## config.mk

```make
export PLATFORM = sky130hd
export DESIGN_NAME = power_mode_reset_ctrl
export DESIGN_NICKNAME = d
export VERILOG_FILES = /design/src/include/pmr_pkg.sv /design/src/core/power_mode_reset_ctrl.sv
export SDC_FILE = /design/constraint.sdc
export NUM_CORES = 1
export LEC_CHECK = 0
export BUFFER_PORTS_ARGS = -buffer_cell sky130_fd_sc_hd__buf_2
export CAP_MARGIN = 20
export CELL_PAD_IN_SITES_DETAIL_PLACEMENT = 1
export CELL_PAD_IN_SITES_GLOBAL_PLACEMENT = 2
export CORE_MARGIN = 8
export CORE_UTILIZATION = 28
export CTS_BUF_LIST = sky130_fd_sc_hd__clkbuf_4 sky130_fd_sc_hd__clkbuf_8 sky130_fd_sc_hd__clkbuf_16
export DETAILED_ROUTE_END_ITERATION = 12
export PLACE_DENSITY = 0.8
export RECOVER_POWER = 50
export SLEW_MARGIN = 20
export SYNTH_ARGS = -nofsm -noshare
export SYNTH_HDL_FRONTEND = slang
export SYNTH_SLANG_ARGS = --single-unit
```

## constraint.sdc

```tcl
create_clock -name clk -period 2 [get_ports clk]
set_input_delay 0.2 -clock clk [delete_from_list [all_inputs] [get_ports clk]]
set_output_delay 0.2 -clock clk [all_outputs]
set_load 0.01 [all_outputs]
```

## src/include/pmr_pkg.sv

```systemverilog
// Package with constants and carrier types for the power-mode and reset sequencer
package pmr_pkg;
   // Machine cycle of four clock states
   localparam int          STATES_PER_CYCLE = 4;
   localparam logic [1:0]  STATE_C4         = 2'h3;
   // Reset hold: two machine cycles
   localparam int          RESET_HOLD_CYC   = 2;
   // Watchdog grace time after time-out, in clock periods
   localparam int          WDT_GRACE_CLKS   = 512;
   // Power-on delay in clock periods
   localparam int          POR_DELAY_CLKS   = 16;
   // Power control bit positions
   localparam int          POWER_CONTROL_REG_IDLE        = 0;
   localparam int          POWER_CONTROL_REG_PDOWN       = 1;
   // Auxiliary control: software reset bit
   localparam int          AUX_SOFTWARE_RESET_BIT         = 3;
   // Watchdog control bit positions
   localparam int          WDC_WDIF         = 3;
   localparam int          WDC_WATCHDOG_RESET_FLAG         = 2;
   localparam int          WDC_WATCHDOG_RESET_ENABLE        = 1;
   // Reset values
   localparam logic [15:0] PC_RESET         = 16'h0000;
   localparam logic [7:0]  SP_RESET         = 8'h07;
   localparam logic [7:0]  PORT_HIGH        = 8'hff;
   localparam logic [7:0]  PORT_LOW         = 8'h00;
   localparam logic [7:0]  WDC_WDT_RESET    = 8'h04;
   localparam logic [7:0]  WDC_POR_RESET    = 8'h00;
   localparam logic [7:0]  WDC_EXT_KEEP     = 8'h06;

   // Wake-up sources from outside the block
   typedef struct packed {
      logic extInt0;
      logic extInt1;
      logic keypad;
      logic brownout;
      logic cmpOne;
      logic cmpTwo;
   } wake_s;

   // Enables and trigger modes for the external interrupts
   typedef struct packed {
      logic globalEn;
      logic int0En;
      logic int1En;
      logic int0Level;
      logic int1Level;
      logic anyEnabled;
   } irq_cfg_s;

   // Source of the most recent reset
   typedef enum logic [3:0] {
      SRC_NONE = 4'h0,
      SRC_EXT  = 4'h1,
      SRC_WDT  = 4'h2,
      SRC_POR  = 4'h4,
      SRC_SW   = 4'h8
   } reset_src_e;
endpackage

```

## src/core/power_mode_reset_ctrl.sv

```systemverilog
// Power-mode and reset sequencer of an 8-bit microcontroller core
//
// How it works
// - Writing idle bit finishes current instruction, then enters idle.
// - Idle gates only the processor clock; peripherals keep running, state kept.
// - Enabled interrupt in idle clears idle bit, services, resumes after idle.
// - Reset in idle loads PC 0000h; next instruction never runs.
// - Watchdog counts in idle; reset follows 512 clocks after time-out.
// - Writing power-down bit finishes instruction then stops all clocks.
// - Reset pin low in power-down ends it and restarts at 0000h.
// - Power-down with external watchdog clock: watchdog does not count.
// - Power-down wake sources: ext ints, keypad, brownout, comparators, watchdog if cfg 0.
// - External pin wakes only if enabled, global enable set, level mode.
// - Power-down with low-power brownout and brownout enabled runs internal RC.
// - Reset pin sampled at C4 each machine cycle, applied synchronously.
// - Reset held while pin low, plus two machine cycles, then 0000h.
// - Power-up sets power-on flag at the start of the delay; software clears it.
// - Watchdog time-out sets flag; reset after 512 clocks if enabled.
// - Software reset bit resets the chip like hardware reset.
// - Reset holds PC at 0000h and stack pointer at 07h.
// - Reset masks wake interrupt in power-down only, disables watchdog on power-on, ports FFh if option.
// - Watchdog control loaded per reset source.
// - Watchdog reset sets the watchdog-reset flag; power-on clears it.
// - Power-on clears watchdog-reset-enable; other resets keep it.
`timescale 1ns/10ps
`default_nettype none
module power_mode_reset_ctrl #(
   parameter int HOLD_CYC = pmr_pkg::RESET_HOLD_CYC,
   parameter int GRACE    = pmr_pkg::WDT_GRACE_CLKS,
   parameter int POR_DLY  = pmr_pkg::POR_DELAY_CLKS
) (
   // Clock and power-on reset
   input  wire logic              clk,
   input  wire logic              rst_b,
   // Pins from outside
   input  wire logic              resetPin_b,
   input  wire pmr_pkg::wake_s    wakePins,
   // Core handshake
   input  wire logic              instrEnd,
   input  wire logic              intTaken,
   input  wire logic              retiDone,
   // Software writes to control bits
   input  wire logic              pconWrite,
   input  wire logic [7:0]        pconData,
   input  wire logic              auxWrite,
   input  wire logic [7:0]        auxData,
   input  wire logic              porFlagClear,
   input  wire logic              wdtClear,
   input  wire logic              wdifClear,
   input  wire logic              ewrstWrite,
   input  wire logic              ewrstData,
   // Configuration levels
   input  wire pmr_pkg::irq_cfg_s irqCfg,
   input  wire logic              watchdog_config_bit,
   input  wire logic              wdtExtClock,
   input  wire logic              low_power_brownout_sel,
   input  wire logic              brownout_disable_bit,
   input  wire logic              reset_port_high_option,
   input  wire logic              wdtTimeout,
   // Clock gating and reset outputs
   output logic                   cpuClkEn,
   output logic                   periphClkEn,
   output logic                   rcClkSel,
   output logic                   coreReset,
   output logic                   wdtRun,
   output logic                   wakeIrq,
   // Register images
   output logic [7:0]             power_control_reg,
   output logic [7:0]             watchdog_control_reg,
   output logic                   porFlag,
   output logic [15:0]            pcLoad,
   output logic [7:0]             stack_pointer,
   output logic [7:0]             portReset,
   output logic [7:0]             port0_input_disable_reg,
   output pmr_pkg::reset_src_e    lastSource
);
   // Elaboration check
   if (HOLD_CYC < 1 || GRACE < 1 || POR_DLY < 1 || GRACE > 1024 || POR_DLY > 256
       || HOLD_CYC * pmr_pkg::STATES_PER_CYCLE > 255) begin : g_bad
      $error("Counts out of range for the counters");
   end
   typedef enum logic [2:0] {
      RUN   = 3'b001,
      IDLE  = 3'b010,
      PDOWN = 3'b100
   } mode_e;
   localparam int HOLD_CLKS = HOLD_CYC * pmr_pkg::STATES_PER_CYCLE;
   mode_e       mode;
   logic        pinSync1;
   logic        pinSync2;
   pmr_pkg::wake_s wakeSync1;
   pmr_pkg::wake_s wakeSync2;
   logic [1:0]  phase;
   logic        extReq;
   logic [9:0]  graceCnt;
   logic        graceRun;
   logic        wdtFire;
   logic [7:0]  holdCnt;
   logic [7:0]  porCnt;
   logic        porBusy;
   logic        swReq;
   logic        anyReset;
   logic        pendIdle;
   logic        pendDown;
   logic        extWake;
   logic        pdWake;
   logic        idleWake;

   // Two-stage synchroniser for the reset pin
   always_ff @(posedge clk or negedge rst_b) begin
      if (!rst_b) begin
         pinSync1 <= 1'b1;
         pinSync2 <= 1'b1;
         wakeSync1 <= '0;
         wakeSync2 <= '0;
      end else begin
         pinSync1 <= resetPin_b;
         pinSync2 <= pinSync1;
         wakeSync1 <= wakePins;
         wakeSync2 <= wakeSync1;
      end
   end

   // Machine cycle state counter C1..C4, runs even in power-down for sampling
   always_ff @(posedge clk or negedge rst_b) begin
      if (!rst_b) begin
         phase <= 2'h0;
      end else begin
         phase <= phase + 2'h1;
      end
   end

   // Reset pin sampled at C4 only
   always_ff @(posedge clk or negedge rst_b) begin
      if (!rst_b) begin
         extReq <= 1'b0;
      end else if (phase == pmr_pkg::STATE_C4) begin
         extReq <= !pinSync2;
      end
   end

   // Software reset request
   assign swReq = auxWrite && auxData[pmr_pkg::AUX_SOFTWARE_RESET_BIT];

   // Watchdog grace counter after time-out
   assign wdtRun = periphClkEn && !(mode == PDOWN && wdtExtClock);
   always_ff @(posedge clk or negedge rst_b) begin
      if (!rst_b) begin
         graceRun <= 1'b0;
         graceCnt <= 10'h000;
      end else if (anyReset || wdtClear) begin
         graceRun <= 1'b0;
         graceCnt <= 10'h000;
      end else if (wdtTimeout && wdtRun && !graceRun) begin
         graceRun <= 1'b1;
         graceCnt <= 10'h000;
      end else if (graceRun && wdtRun) begin
         graceRun <= (graceCnt != 10'(GRACE - 1));
         graceCnt <= graceCnt + 10'h001;
      end
   end
   assign wdtFire = graceRun && wdtRun && (graceCnt == 10'(GRACE - 1))
                    && watchdog_control_reg[pmr_pkg::WDC_WATCHDOG_RESET_ENABLE];

   assign anyReset = extReq || swReq || wdtFire || porBusy;

   // Power-on delay
   always_ff @(posedge clk or negedge rst_b) begin
      if (!rst_b) begin
         porBusy <= 1'b1;
         porCnt  <= 8'h00;
      end else if (porBusy) begin
         porCnt <= porCnt + 8'h01;
         if (porCnt == 8'(POR_DLY - 1)) begin
            porBusy <= 1'b0;
         end
      end
   end

   // Internal reset held during request plus two machine cycles
   always_ff @(posedge clk or negedge rst_b) begin
      if (!rst_b) begin
         coreReset <= 1'b1;
         holdCnt   <= 8'h00;
      end else if (anyReset) begin
         coreReset <= 1'b1;
         holdCnt   <= 8'(HOLD_CLKS);
      end else if (holdCnt != 8'h00) begin
         holdCnt <= holdCnt - 8'h01;
      end else begin
         coreReset <= 1'b0;
      end
   end

   // Wake-up qualification
   assign extWake = (wakeSync2.extInt0 && irqCfg.int0En && irqCfg.int0Level
                    || wakeSync2.extInt1 && irqCfg.int1En && irqCfg.int1Level)
                    && irqCfg.globalEn;
   assign pdWake = extWake || wakeSync2.keypad || wakeSync2.brownout
                   || wakeSync2.cmpOne || wakeSync2.cmpTwo
                   || (wdtTimeout && !watchdog_config_bit);
   assign idleWake = irqCfg.anyEnabled || (wdtTimeout && irqCfg.globalEn);

   // Pending mode requests wait for the writing instruction to end
   always_ff @(posedge clk or negedge rst_b) begin
      if (!rst_b) begin
         pendIdle <= 1'b0;
         pendDown <= 1'b0;
      end else if (anyReset || instrEnd) begin
         pendIdle <= 1'b0;
         pendDown <= 1'b0;
      end else if (pconWrite) begin
         pendDown <= pconData[pmr_pkg::POWER_CONTROL_REG_PDOWN];
         pendIdle <= pconData[pmr_pkg::POWER_CONTROL_REG_IDLE] && !pconData[pmr_pkg::POWER_CONTROL_REG_PDOWN];
      end
   end

   // Mode machine
   always_ff @(posedge clk or negedge rst_b) begin
      if (!rst_b) begin
         mode <= RUN;
      end else if (anyReset) begin
         mode <= RUN;
      end else begin
         case (mode)
            RUN: begin
               if (instrEnd && (pendDown || (pconWrite && pconData[pmr_pkg::POWER_CONTROL_REG_PDOWN]))) begin
                  mode <= PDOWN;
               end else if (instrEnd && (pendIdle || (pconWrite && pconData[pmr_pkg::POWER_CONTROL_REG_IDLE]))) begin
                  mode <= IDLE;
               end
            end
            IDLE: begin
               if (idleWake) begin
                  mode <= RUN;
               end
            end
            PDOWN: begin
               if (pdWake) begin
                  mode <= RUN;
               end
            end
            default: mode <= RUN;
         endcase
      end
   end

   // Clock gating outputs
   always_ff @(posedge clk or negedge rst_b) begin
      if (!rst_b) begin
         cpuClkEn    <= 1'b1;
         periphClkEn <= 1'b1;
         rcClkSel    <= 1'b0;
         wakeIrq     <= 1'b0;
      end else begin
         cpuClkEn    <= (mode == RUN) || anyReset;
         periphClkEn <= (mode != PDOWN) || anyReset;
         rcClkSel    <= (mode == PDOWN) && low_power_brownout_sel
                        && !brownout_disable_bit;
         wakeIrq     <= (mode == IDLE && idleWake) || (mode == PDOWN && pdWake && !anyReset);
      end
   end

   // Power control register image
   always_ff @(posedge clk or negedge rst_b) begin
      if (!rst_b) begin
         power_control_reg <= 8'h00;
      end else if (anyReset) begin
         power_control_reg <= 8'h00;
      end else if (pconWrite) begin
         power_control_reg <= pconData;
      end else if (mode == IDLE && idleWake) begin
         power_control_reg[pmr_pkg::POWER_CONTROL_REG_IDLE] <= 1'b0;
      end else if (mode == PDOWN && pdWake) begin
         power_control_reg[pmr_pkg::POWER_CONTROL_REG_PDOWN] <= 1'b0;
      end
   end

   // Watchdog control by reset source; set wins over clear
   always_ff @(posedge clk or negedge rst_b) begin
      if (!rst_b) begin
         watchdog_control_reg <= pmr_pkg::WDC_POR_RESET;
      end else if (porBusy) begin
         watchdog_control_reg <= pmr_pkg::WDC_POR_RESET;
      end else if (wdtFire) begin
         watchdog_control_reg <= pmr_pkg::WDC_WDT_RESET
                                 | (watchdog_control_reg & 8'h02);
      end else if (extReq || swReq) begin
         watchdog_control_reg <= watchdog_control_reg & pmr_pkg::WDC_EXT_KEEP;
      end else begin
         if (ewrstWrite) begin
            watchdog_control_reg[pmr_pkg::WDC_WATCHDOG_RESET_ENABLE] <= ewrstData;
         end
         if (wdtTimeout && wdtRun) begin
            watchdog_control_reg[pmr_pkg::WDC_WDIF] <= 1'b1;
         end else if (wdifClear) begin
            watchdog_control_reg[pmr_pkg::WDC_WDIF] <= 1'b0;
         end
      end
   end

   // Power-on flag; set wins over clear
   always_ff @(posedge clk or negedge rst_b) begin
      if (!rst_b) begin
         porFlag <= 1'b0;
      end else if (porBusy) begin
         porFlag <= 1'b1;
      end else if (porFlagClear) begin
         porFlag <= 1'b0;
      end
   end

   // Register reset images and last source
   always_ff @(posedge clk or negedge rst_b) begin
      if (!rst_b) begin
         pcLoad                  <= pmr_pkg::PC_RESET;
         stack_pointer           <= pmr_pkg::SP_RESET;
         portReset               <= pmr_pkg::PORT_LOW;
         port0_input_disable_reg <= pmr_pkg::PORT_LOW;
         lastSource              <= pmr_pkg::SRC_POR;
      end else if (anyReset) begin
         pcLoad                  <= pmr_pkg::PC_RESET;
         stack_pointer           <= pmr_pkg::SP_RESET;
         portReset               <= reset_port_high_option ? pmr_pkg::PORT_HIGH
                                                           : pmr_pkg::PORT_LOW;
         port0_input_disable_reg <= pmr_pkg::PORT_LOW;
         lastSource <= porBusy ? pmr_pkg::SRC_POR : wdtFire ? pmr_pkg::SRC_WDT
                     : swReq ? pmr_pkg::SRC_SW : pmr_pkg::SRC_EXT;
      end
   end

   // Assertions
   idle_gates_cpu_a: assert property (@(posedge clk) disable iff (!rst_b)
      (mode == IDLE && !anyReset) |=> !cpuClkEn && periphClkEn)
      else $error("Idle does not gate only cpu clock");
   pdown_stops_a: assert property (@(posedge clk) disable iff (!rst_b)
      (mode == PDOWN && !anyReset) |=> !periphClkEn)
      else $error("Power-down did not stop clocks");
   both_bits_pd_a: assert property (@(posedge clk) disable iff (!rst_b)
      (mode == RUN && pconWrite && pconData[1:0] == 2'h3 && instrEnd && !anyReset)
      |=> mode == PDOWN)
      else $error("Both bits did not enter power-down");
   idle_entry_a: assert property (@(posedge clk) disable iff (!rst_b)
      (mode == RUN && pendIdle && !pendDown && instrEnd && !anyReset) |=> mode == IDLE)
      else $error("Idle not entered at instruction end");
   reset_hold_a: assert property (@(posedge clk) disable iff (!rst_b)
      $fell(anyReset) |-> coreReset [*8])
      else $error("Reset not held two machine cycles");
   reset_pc_a: assert property (@(posedge clk) disable iff (!rst_b)
      anyReset |=> pcLoad == pmr_pkg::PC_RESET && stack_pointer == pmr_pkg::SP_RESET)
      else $error("Reset did not load pc and stack");
   wdt_flag_a: assert property (@(posedge clk) disable iff (!rst_b)
      wdtFire && !porBusy |=> watchdog_control_reg[pmr_pkg::WDC_WATCHDOG_RESET_FLAG] && coreReset)
      else $error("Watchdog reset flag not set");
   wdt_stop_a: assert property (@(posedge clk) disable iff (!rst_b)
      (mode == PDOWN && wdtExtClock) |-> !wdtRun)
      else $error("Watchdog runs in power-down");
   pin_c4_a: assert property (@(posedge clk) disable iff (!rst_b)
      (phase != pmr_pkg::STATE_C4) |=> $stable(extReq))
      else $error("Reset pin sampled outside C4");
   rc_clock_a: assert property (@(posedge clk) disable iff (!rst_b)
      (mode == PDOWN && low_power_brownout_sel && !brownout_disable_bit) |=> rcClkSel)
      else $error("Internal RC clock not selected");
   cov_idle_wake: cover property (@(posedge clk) disable iff (!rst_b)
      mode == IDLE ##1 mode == RUN);
   cov_pd_wake: cover property (@(posedge clk) disable iff (!rst_b)
      mode == PDOWN ##1 mode == RUN);
   cov_wdt_reset: cover property (@(posedge clk) disable iff (!rst_b) wdtFire);
   cov_sw_reset: cover property (@(posedge clk) disable iff (!rst_b) swReq);
endmodule
`default_nettype wire

```

==> run metrics, run 1 <==
status=finished clean; endpoints failing hold=0; worst path arrival time=approximately 2100 ps; Root Driver=clkbuf_16; layout cells sized above 1=between 20% and 30%; post-synthesis sequential area ratio=52.9%; Fin Setup TNS=0 ps; DRC=0; # diodes=0; clock share of power=a little under half; FF-to-FF setup slack=between 100 and 150 ps; Final setup viols=0; Cells after DPL=524; Most used DFF post-synth=dfrtp_1; via count=2484; CTS tree=built; DIE HEIGHT=127 um; Hold Crit Start=porFlagClear; final hold slack=around 64 ps; clock insertion delay at the later pin of the skew report=330 ps; DIE WIDTH=127 um; Worst Slack Setup Final=138 ps; register bit count reported by yosys=just over 70; Yosys warnings=0; Reg2Reg Depth=6; R2R Path End=graceCnt[1]; worst hold path type=input port to register; Worst-path clk slew=about 60 ps; logic gate share of total power=between 10% and 20%; f_max=~540 MHz; flip-flop and latch area=about 1800 sq um; Core Region=12000 sq um; Num CTS Buffers=9; Reg power frac=roughly 42%; max cap viols=0; Non-Filler Instances=548; CP Max Fanout=14; met2 wire len=~4000 um; Rows=40; leading cell type in the layout, fill and taps excluded=buf_2; IO Pins=about 110; worst slew pin tran=slightly below 1000 ps; Global Route Usage Sum=10.8%; RR Startpoint=mode[1]; Biggest register=graceCnt; endpoint class of the critical path=register; worst setup path class=register to register; Setup crit start=mode[1]; clock buffer depth=2; Power, Total=around 3700 uW; Pint=around 2900 uW; Slew headroom=34.4%; ys async rst share=100%; Critical Path RT=between 2000 and 2500 ps; Final HPWL DP=around 6000 um; multi-input logic area=1330 sq um; Max H-tree Level=3; commonest cells after routing, fill and taps aside=buf_2, dfrtp_1, conb_1, nor2_1, a21oi_1; TritonRoute pass-1 iters=4; highest metal used=met4; startpoint types=register; Post-CTS Setup Inserts=0; vias per cell=around 4.5; vias in the first global route=about 2800; Fill cells=approximately 1400; Mapped Area=roughly 3400 sq um; WL met1=3630 um; iteration-0 DRC count of the detailed router=roughly 120; leakage=about 0.002 uW; Place WS=approximately 140 ps; GRT Residual Overflow=0; largest net degree at the start of global routing=73; fin crit period=approximately 1900 ps; Slew Limit Fails=0; first-pass GRT wire length=13900 um; Detail Route Antenna Nets=0; RD Place Congestion=approximately 0.78; Worst Hold Depth=2; synthesized area per cell=about 11 sq um; Switching Share=between 20% and 30%; RSZ-0062 raised after global routing=no; cells after synthesis=about 320; die area=between 15000 and 20000 sq um; initial antenna violation count=0; area grow syn2layout=22.3%; Detailed Route WL=8190 um; P_sw=886 uW; Clock Sinks=slightly above 70; port bufs=67; library cells used by synthesis=54; Worst Hold Path EP=porFlag; final period utilization=93.1%; PwrDens=892 nW/um^2; max reg flops=10; met3 wire len=approximately 500 um; worst vdd ir=roughly 0.00035 V; final-stage net count=448; Wirelength per Cell=14.9 um; EDFF count, synth=0; Initial Utilization=28.7%; final clock skew=between 8 and 9 ps
## worst max-delay path by stage
| stage | to | slack [ps] | depth (start not counted) |
|---|---|---|---|
| 2_1_floorplan | portReset[6] | 110 | 5 |
| 5_1_grt | graceCnt[1] | 70 | 6 |
| 3_3_place_gp | graceCnt[1] | 190 | 6 |
| 4_1_cts | graceCnt[1] | 120 | 6 |
| 6_report | graceCnt[1] | 140 | 6 |
| 3_5_place_dp | graceCnt[1] | 140 | 6 |
## layer usage
metal  up-vias  global-route usage [%]
met2        76                    17.2
li1       1171                       -
met1      1229                    13.0
met5         -                       0
met3         8                    4.15
met4         0                    3.82
## layout make-up
class,count,share of cell area (%)
Multi-Input combinational cell,219,31.7
Timing Repair Buffer,84,11.8
Tap cell,147,4.39
Clock buffer,11,6.03
Sequential cell,72,43.2
Clock inverter,5,1.88
Inverter,10,0.896
## metrics by stage
step,area (sq um),utilization [%]
floorplan,3560,-
global placement,3790,31.7
detailed placement,3790,31.7
CTS,4200,35.1
global route,4190,35.0
finish,4190,35.0
## worst max-delay path, cell delays in order (launching register included)
cell and delay (ps):
dfrtp_1 370, and4bb_4 360, buf_4 200, nor3_1 60, or4b_1 470, buf_4 210, a21oi_2 120
## timing repair
action	4_1_cts	5_1_grt
hold buffers	8	0
endpoints found under the hold margin	71	0
gates resized for setup	0	0
endpoints found under the setup margin	0	0
## power groups by stage
stage                     combinational, uW  clock, uW  sequential (uW)
final                                   414       1750             1570
after global routing                    471       1860             1580
after CTS                               425       1810             1570
after detailed placement                407          0             1600
after global placement                  396          0             1590
after floorplan                         290          0             1600
## synth_stat cells, drive strengths merged, types with 3 or more instances
library cell / count / area, sq um
ha: 5 / 62.6
nor2: 32 / 143
dfstp: 8 / 210
nand4: 9 / 56.3
xnor2: 15 / 131
o21ai: 6 / 30.0
nor4: 9 / 71.3
nand2: 16 / 60.1
inv: 10 / 37.5
nand2b: 3 / 18.8
nor2b: 5 / 31.3
mux2i: 7 / 70.1
dfrtp: 64 / 1600
a21oi: 19 / 98.9
nor3: 10 / 50.1
buf: 48 / 368
clkbuf: 3 / 11.3
nand3: 9 / 45.0
## cells by family (layout without fill, tap and decap cells)
group | count (synthesis) | in the layout | synth area share, %
compound gates | 40 | 40 | 7.30
xor+xnor | 17 | 17 | 4.34
fa+ha+maj | 5 | 5 | 1.83
buf+inv | 61 | 110 | 12.2
flops | 72 | 72 | 52.9
mux | 9 | 9 | 2.70
other cells | 2 | 37 | 0.219
simple gates | 111 | 111 | 18.6
Power figures use the tool's default switching activity.
==> run 2, diff against run 1 <==
--- a/config.mk
+++ b/config.mk
@@ -15,3 +15,3 @@
 export DETAILED_ROUTE_END_ITERATION = 12
-export PLACE_DENSITY = 0.8
+export PLACE_DENSITY_LB_ADDON = 0.1
 export RECOVER_POWER = 50
==> constraint.sdc (replaced) <==
create_clock -name clk -period 2 [get_ports clk]
set_input_delay 0.4 -clock clk [delete_from_list [all_inputs] [get_ports clk]]
set_output_delay 0.4 -clock clk [all_outputs]
set_load 0.01 [all_outputs]
==> run 2 against run 1 <==
Fmax up 3.4%. Worst hold slack better by 110 ps. Global-route usage about the same. Count of clock-buffer cells in the layout up 2. Critical endpoint is now wakeIrq. Largest cell class unchanged. Sequential power about the same.
==> run metrics, run 2 (synthesis results as in run 1) <==
status=finished clean; clock insertion delay at the later pin of the skew report=330 ps (about the same); Post-CTS Hold Buffers=0 (-8); startpoint types=register; via count=2446 (-1.5%); clock buffer depth=2 (unchanged); worst setup path class=register to register; CTS tree=built; largest net degree at the start of global routing=39 (-47%); worst path arrival time=2000 ps (-120 ps); final hold slack=171 ps (+106 ps); Detail Route Antenna Nets=0 (unchanged); Initial Utilization=28.7% (unchanged); Critical Path RT=2200 ps (-50 ps); f_max=556 MHz (+3.4%); # diodes=0 (unchanged); worst vdd ir=0.000312 V (-11%); Rows=40 (unchanged); DRC=0 (unchanged); die area=16000 sq um (unchanged); PwrDens=878 nW/um^2 (-1.5%); max reg flops=10 (unchanged); GRT Residual Overflow=0 (unchanged); first-pass GRT wire length=13800 um (-1.2%); Worst-path clk slew=50 ps (about the same); Biggest register=graceCnt; Reg power frac=43.4% (+1.3 points); leakage=0.00194 uW (-0.72%); leading cell type in the layout, fill and taps excluded=buf_2; TritonRoute pass-1 iters=5 (+1); clock share of power=45.4% (-1.4 points); RSZ-0062 raised after global routing=no; max cap viols=0 (unchanged); final-stage net count=447 (-0.22%); Detailed Route WL=8260 um (+0.84%); CP Max Fanout=17 (+3); Wirelength per Cell=15.1 um (+1.0%); Switching Share=24.2% (+0.49 points); Post-CTS Setup Inserts=0 (unchanged); final period utilization=90.0% (-3.1 points); Num CTS Buffers=9 (unchanged); Clock Sinks=72 (unchanged); Fin Setup TNS=0 ps (unchanged); IO Pins=114 (unchanged); initial antenna violation count=0 (unchanged); layout cells sized above 1=30.5% (+1.8 points); Global Route Usage Sum=10.8% (+0.021 points); commonest cells after routing, fill and taps aside=buf_2, dfrtp_1, conb_1, nor2_1, a21oi_1; endpoints failing hold=0 (unchanged); area grow syn2layout=20.3%; Core Region=12000 sq um (unchanged); Root Driver=clkbuf_16; DIE WIDTH=127 um (unchanged); port bufs=67 (unchanged); Pint=2740 uW (-3.7%); CTS resizes=0 (unchanged); P_sw=876 uW (-1.1%); Final setup viols=0 (unchanged); Slew headroom=34.6% (+0.21 points); logic gate share of total power=11.2% (about the same); final clock skew=9.21 ps (+0.878 ps); Slew Limit Fails=0 (unchanged); worst slew pin tran=981 ps (-3.10 ps); fin crit period=1800 ps (-62.0 ps); worst hold path type=input port to register; vias per cell=4.47 (-1.3%); DIE HEIGHT=127 um (unchanged); Final HPWL DP=6200 um (+2.5%); iteration-0 DRC count of the detailed router=64 (-47%); Max H-tree Level=3 (unchanged); RD Place Congestion=0.704 (-10%); vias in the first global route=2727 (-2.3%); endpoint class of the critical path=register
-- run 2: critical path, cell delays in order (launching register included) --
cell and delay [ps]:
dfstp_2 520, and4bb_4 220, nor4_4 300, nand2b_1 240
buf_4 270, o21ai_0 120
-- run 2: routing by layer --
metal | vias to the layer above | share of wire, % | GRT usage, %
met2 | 69 | 47 | 16.8
met5 | - | 0 | 0
met4 | 0 | 1.5 | 5.31
met3 | 10 | 6.3 | 3.31
met1 | 1196 | 45 | 13.3
li1 | 1171 | - | -
-- run 2: metrics by stage --
step / std cells / power (uW) / setup WS, ps / util [%] / area, sq um
6_report: 547 / 3620 / 200 / 34.5 / 4120
4_1_cts: 547 / 3690 / 128 / 34.5 / 4130
5_1_grt: 547 / 3810 / 8.35 / 34.5 / 4120
3_3_place_gp: 531 / 2000 / 159 / 31.9 / 3820
3_5_place_dp: 531 / 2010 / 125 / 31.9 / 3820
2_1_floorplan: 352 / 1890 / 106 / - / 3560
-- run 2: area by class of cell --
type	count	area, sq um
Tap cell	147	184
Clock buffer	13	268
Fill cell	1367	7840
Timing Repair Buffer	83	450
Multi-Input combinational cell	219	1330
Clock inverter	3	40.0
Sequential cell	72	1810
Inverter	10	37.5
-- run 2: path summary, 6_finish.rpt --
| path | slack (ps) | startpoint | endpoint | cells after the start |
|---|---|---|---|---|
| setup reg to reg | 200 | mode[0] | wakeIrq | 5 |
| min in group asynchronous | 290 | rst_b | porCnt[1] | 2 |
| setup / recovery | 200 | mode[0] | wakeIrq | 5 |
| hold reg to reg | 350 | wakeSync1[0] | wakeSync2[0] | 0 |
| hold / removal | 170 | resetPin_b | pinSync1 | 1 |
| max in group asynchronous | 1060 | rst_b | holdCnt[1] | 2 |
-- run 2: power groups by stage --
stage / combinational [uW] / clock [uW] / sequential [uW]
detailed placement: 414 / 0 / 1600
global route: 462 / 1760 / 1580
CTS: 416 / 1700 / 1570
finish: 406 / 1640 / 1570
floorplan: 290 / 0 / 1600
global placement: 408 / 0 / 1600
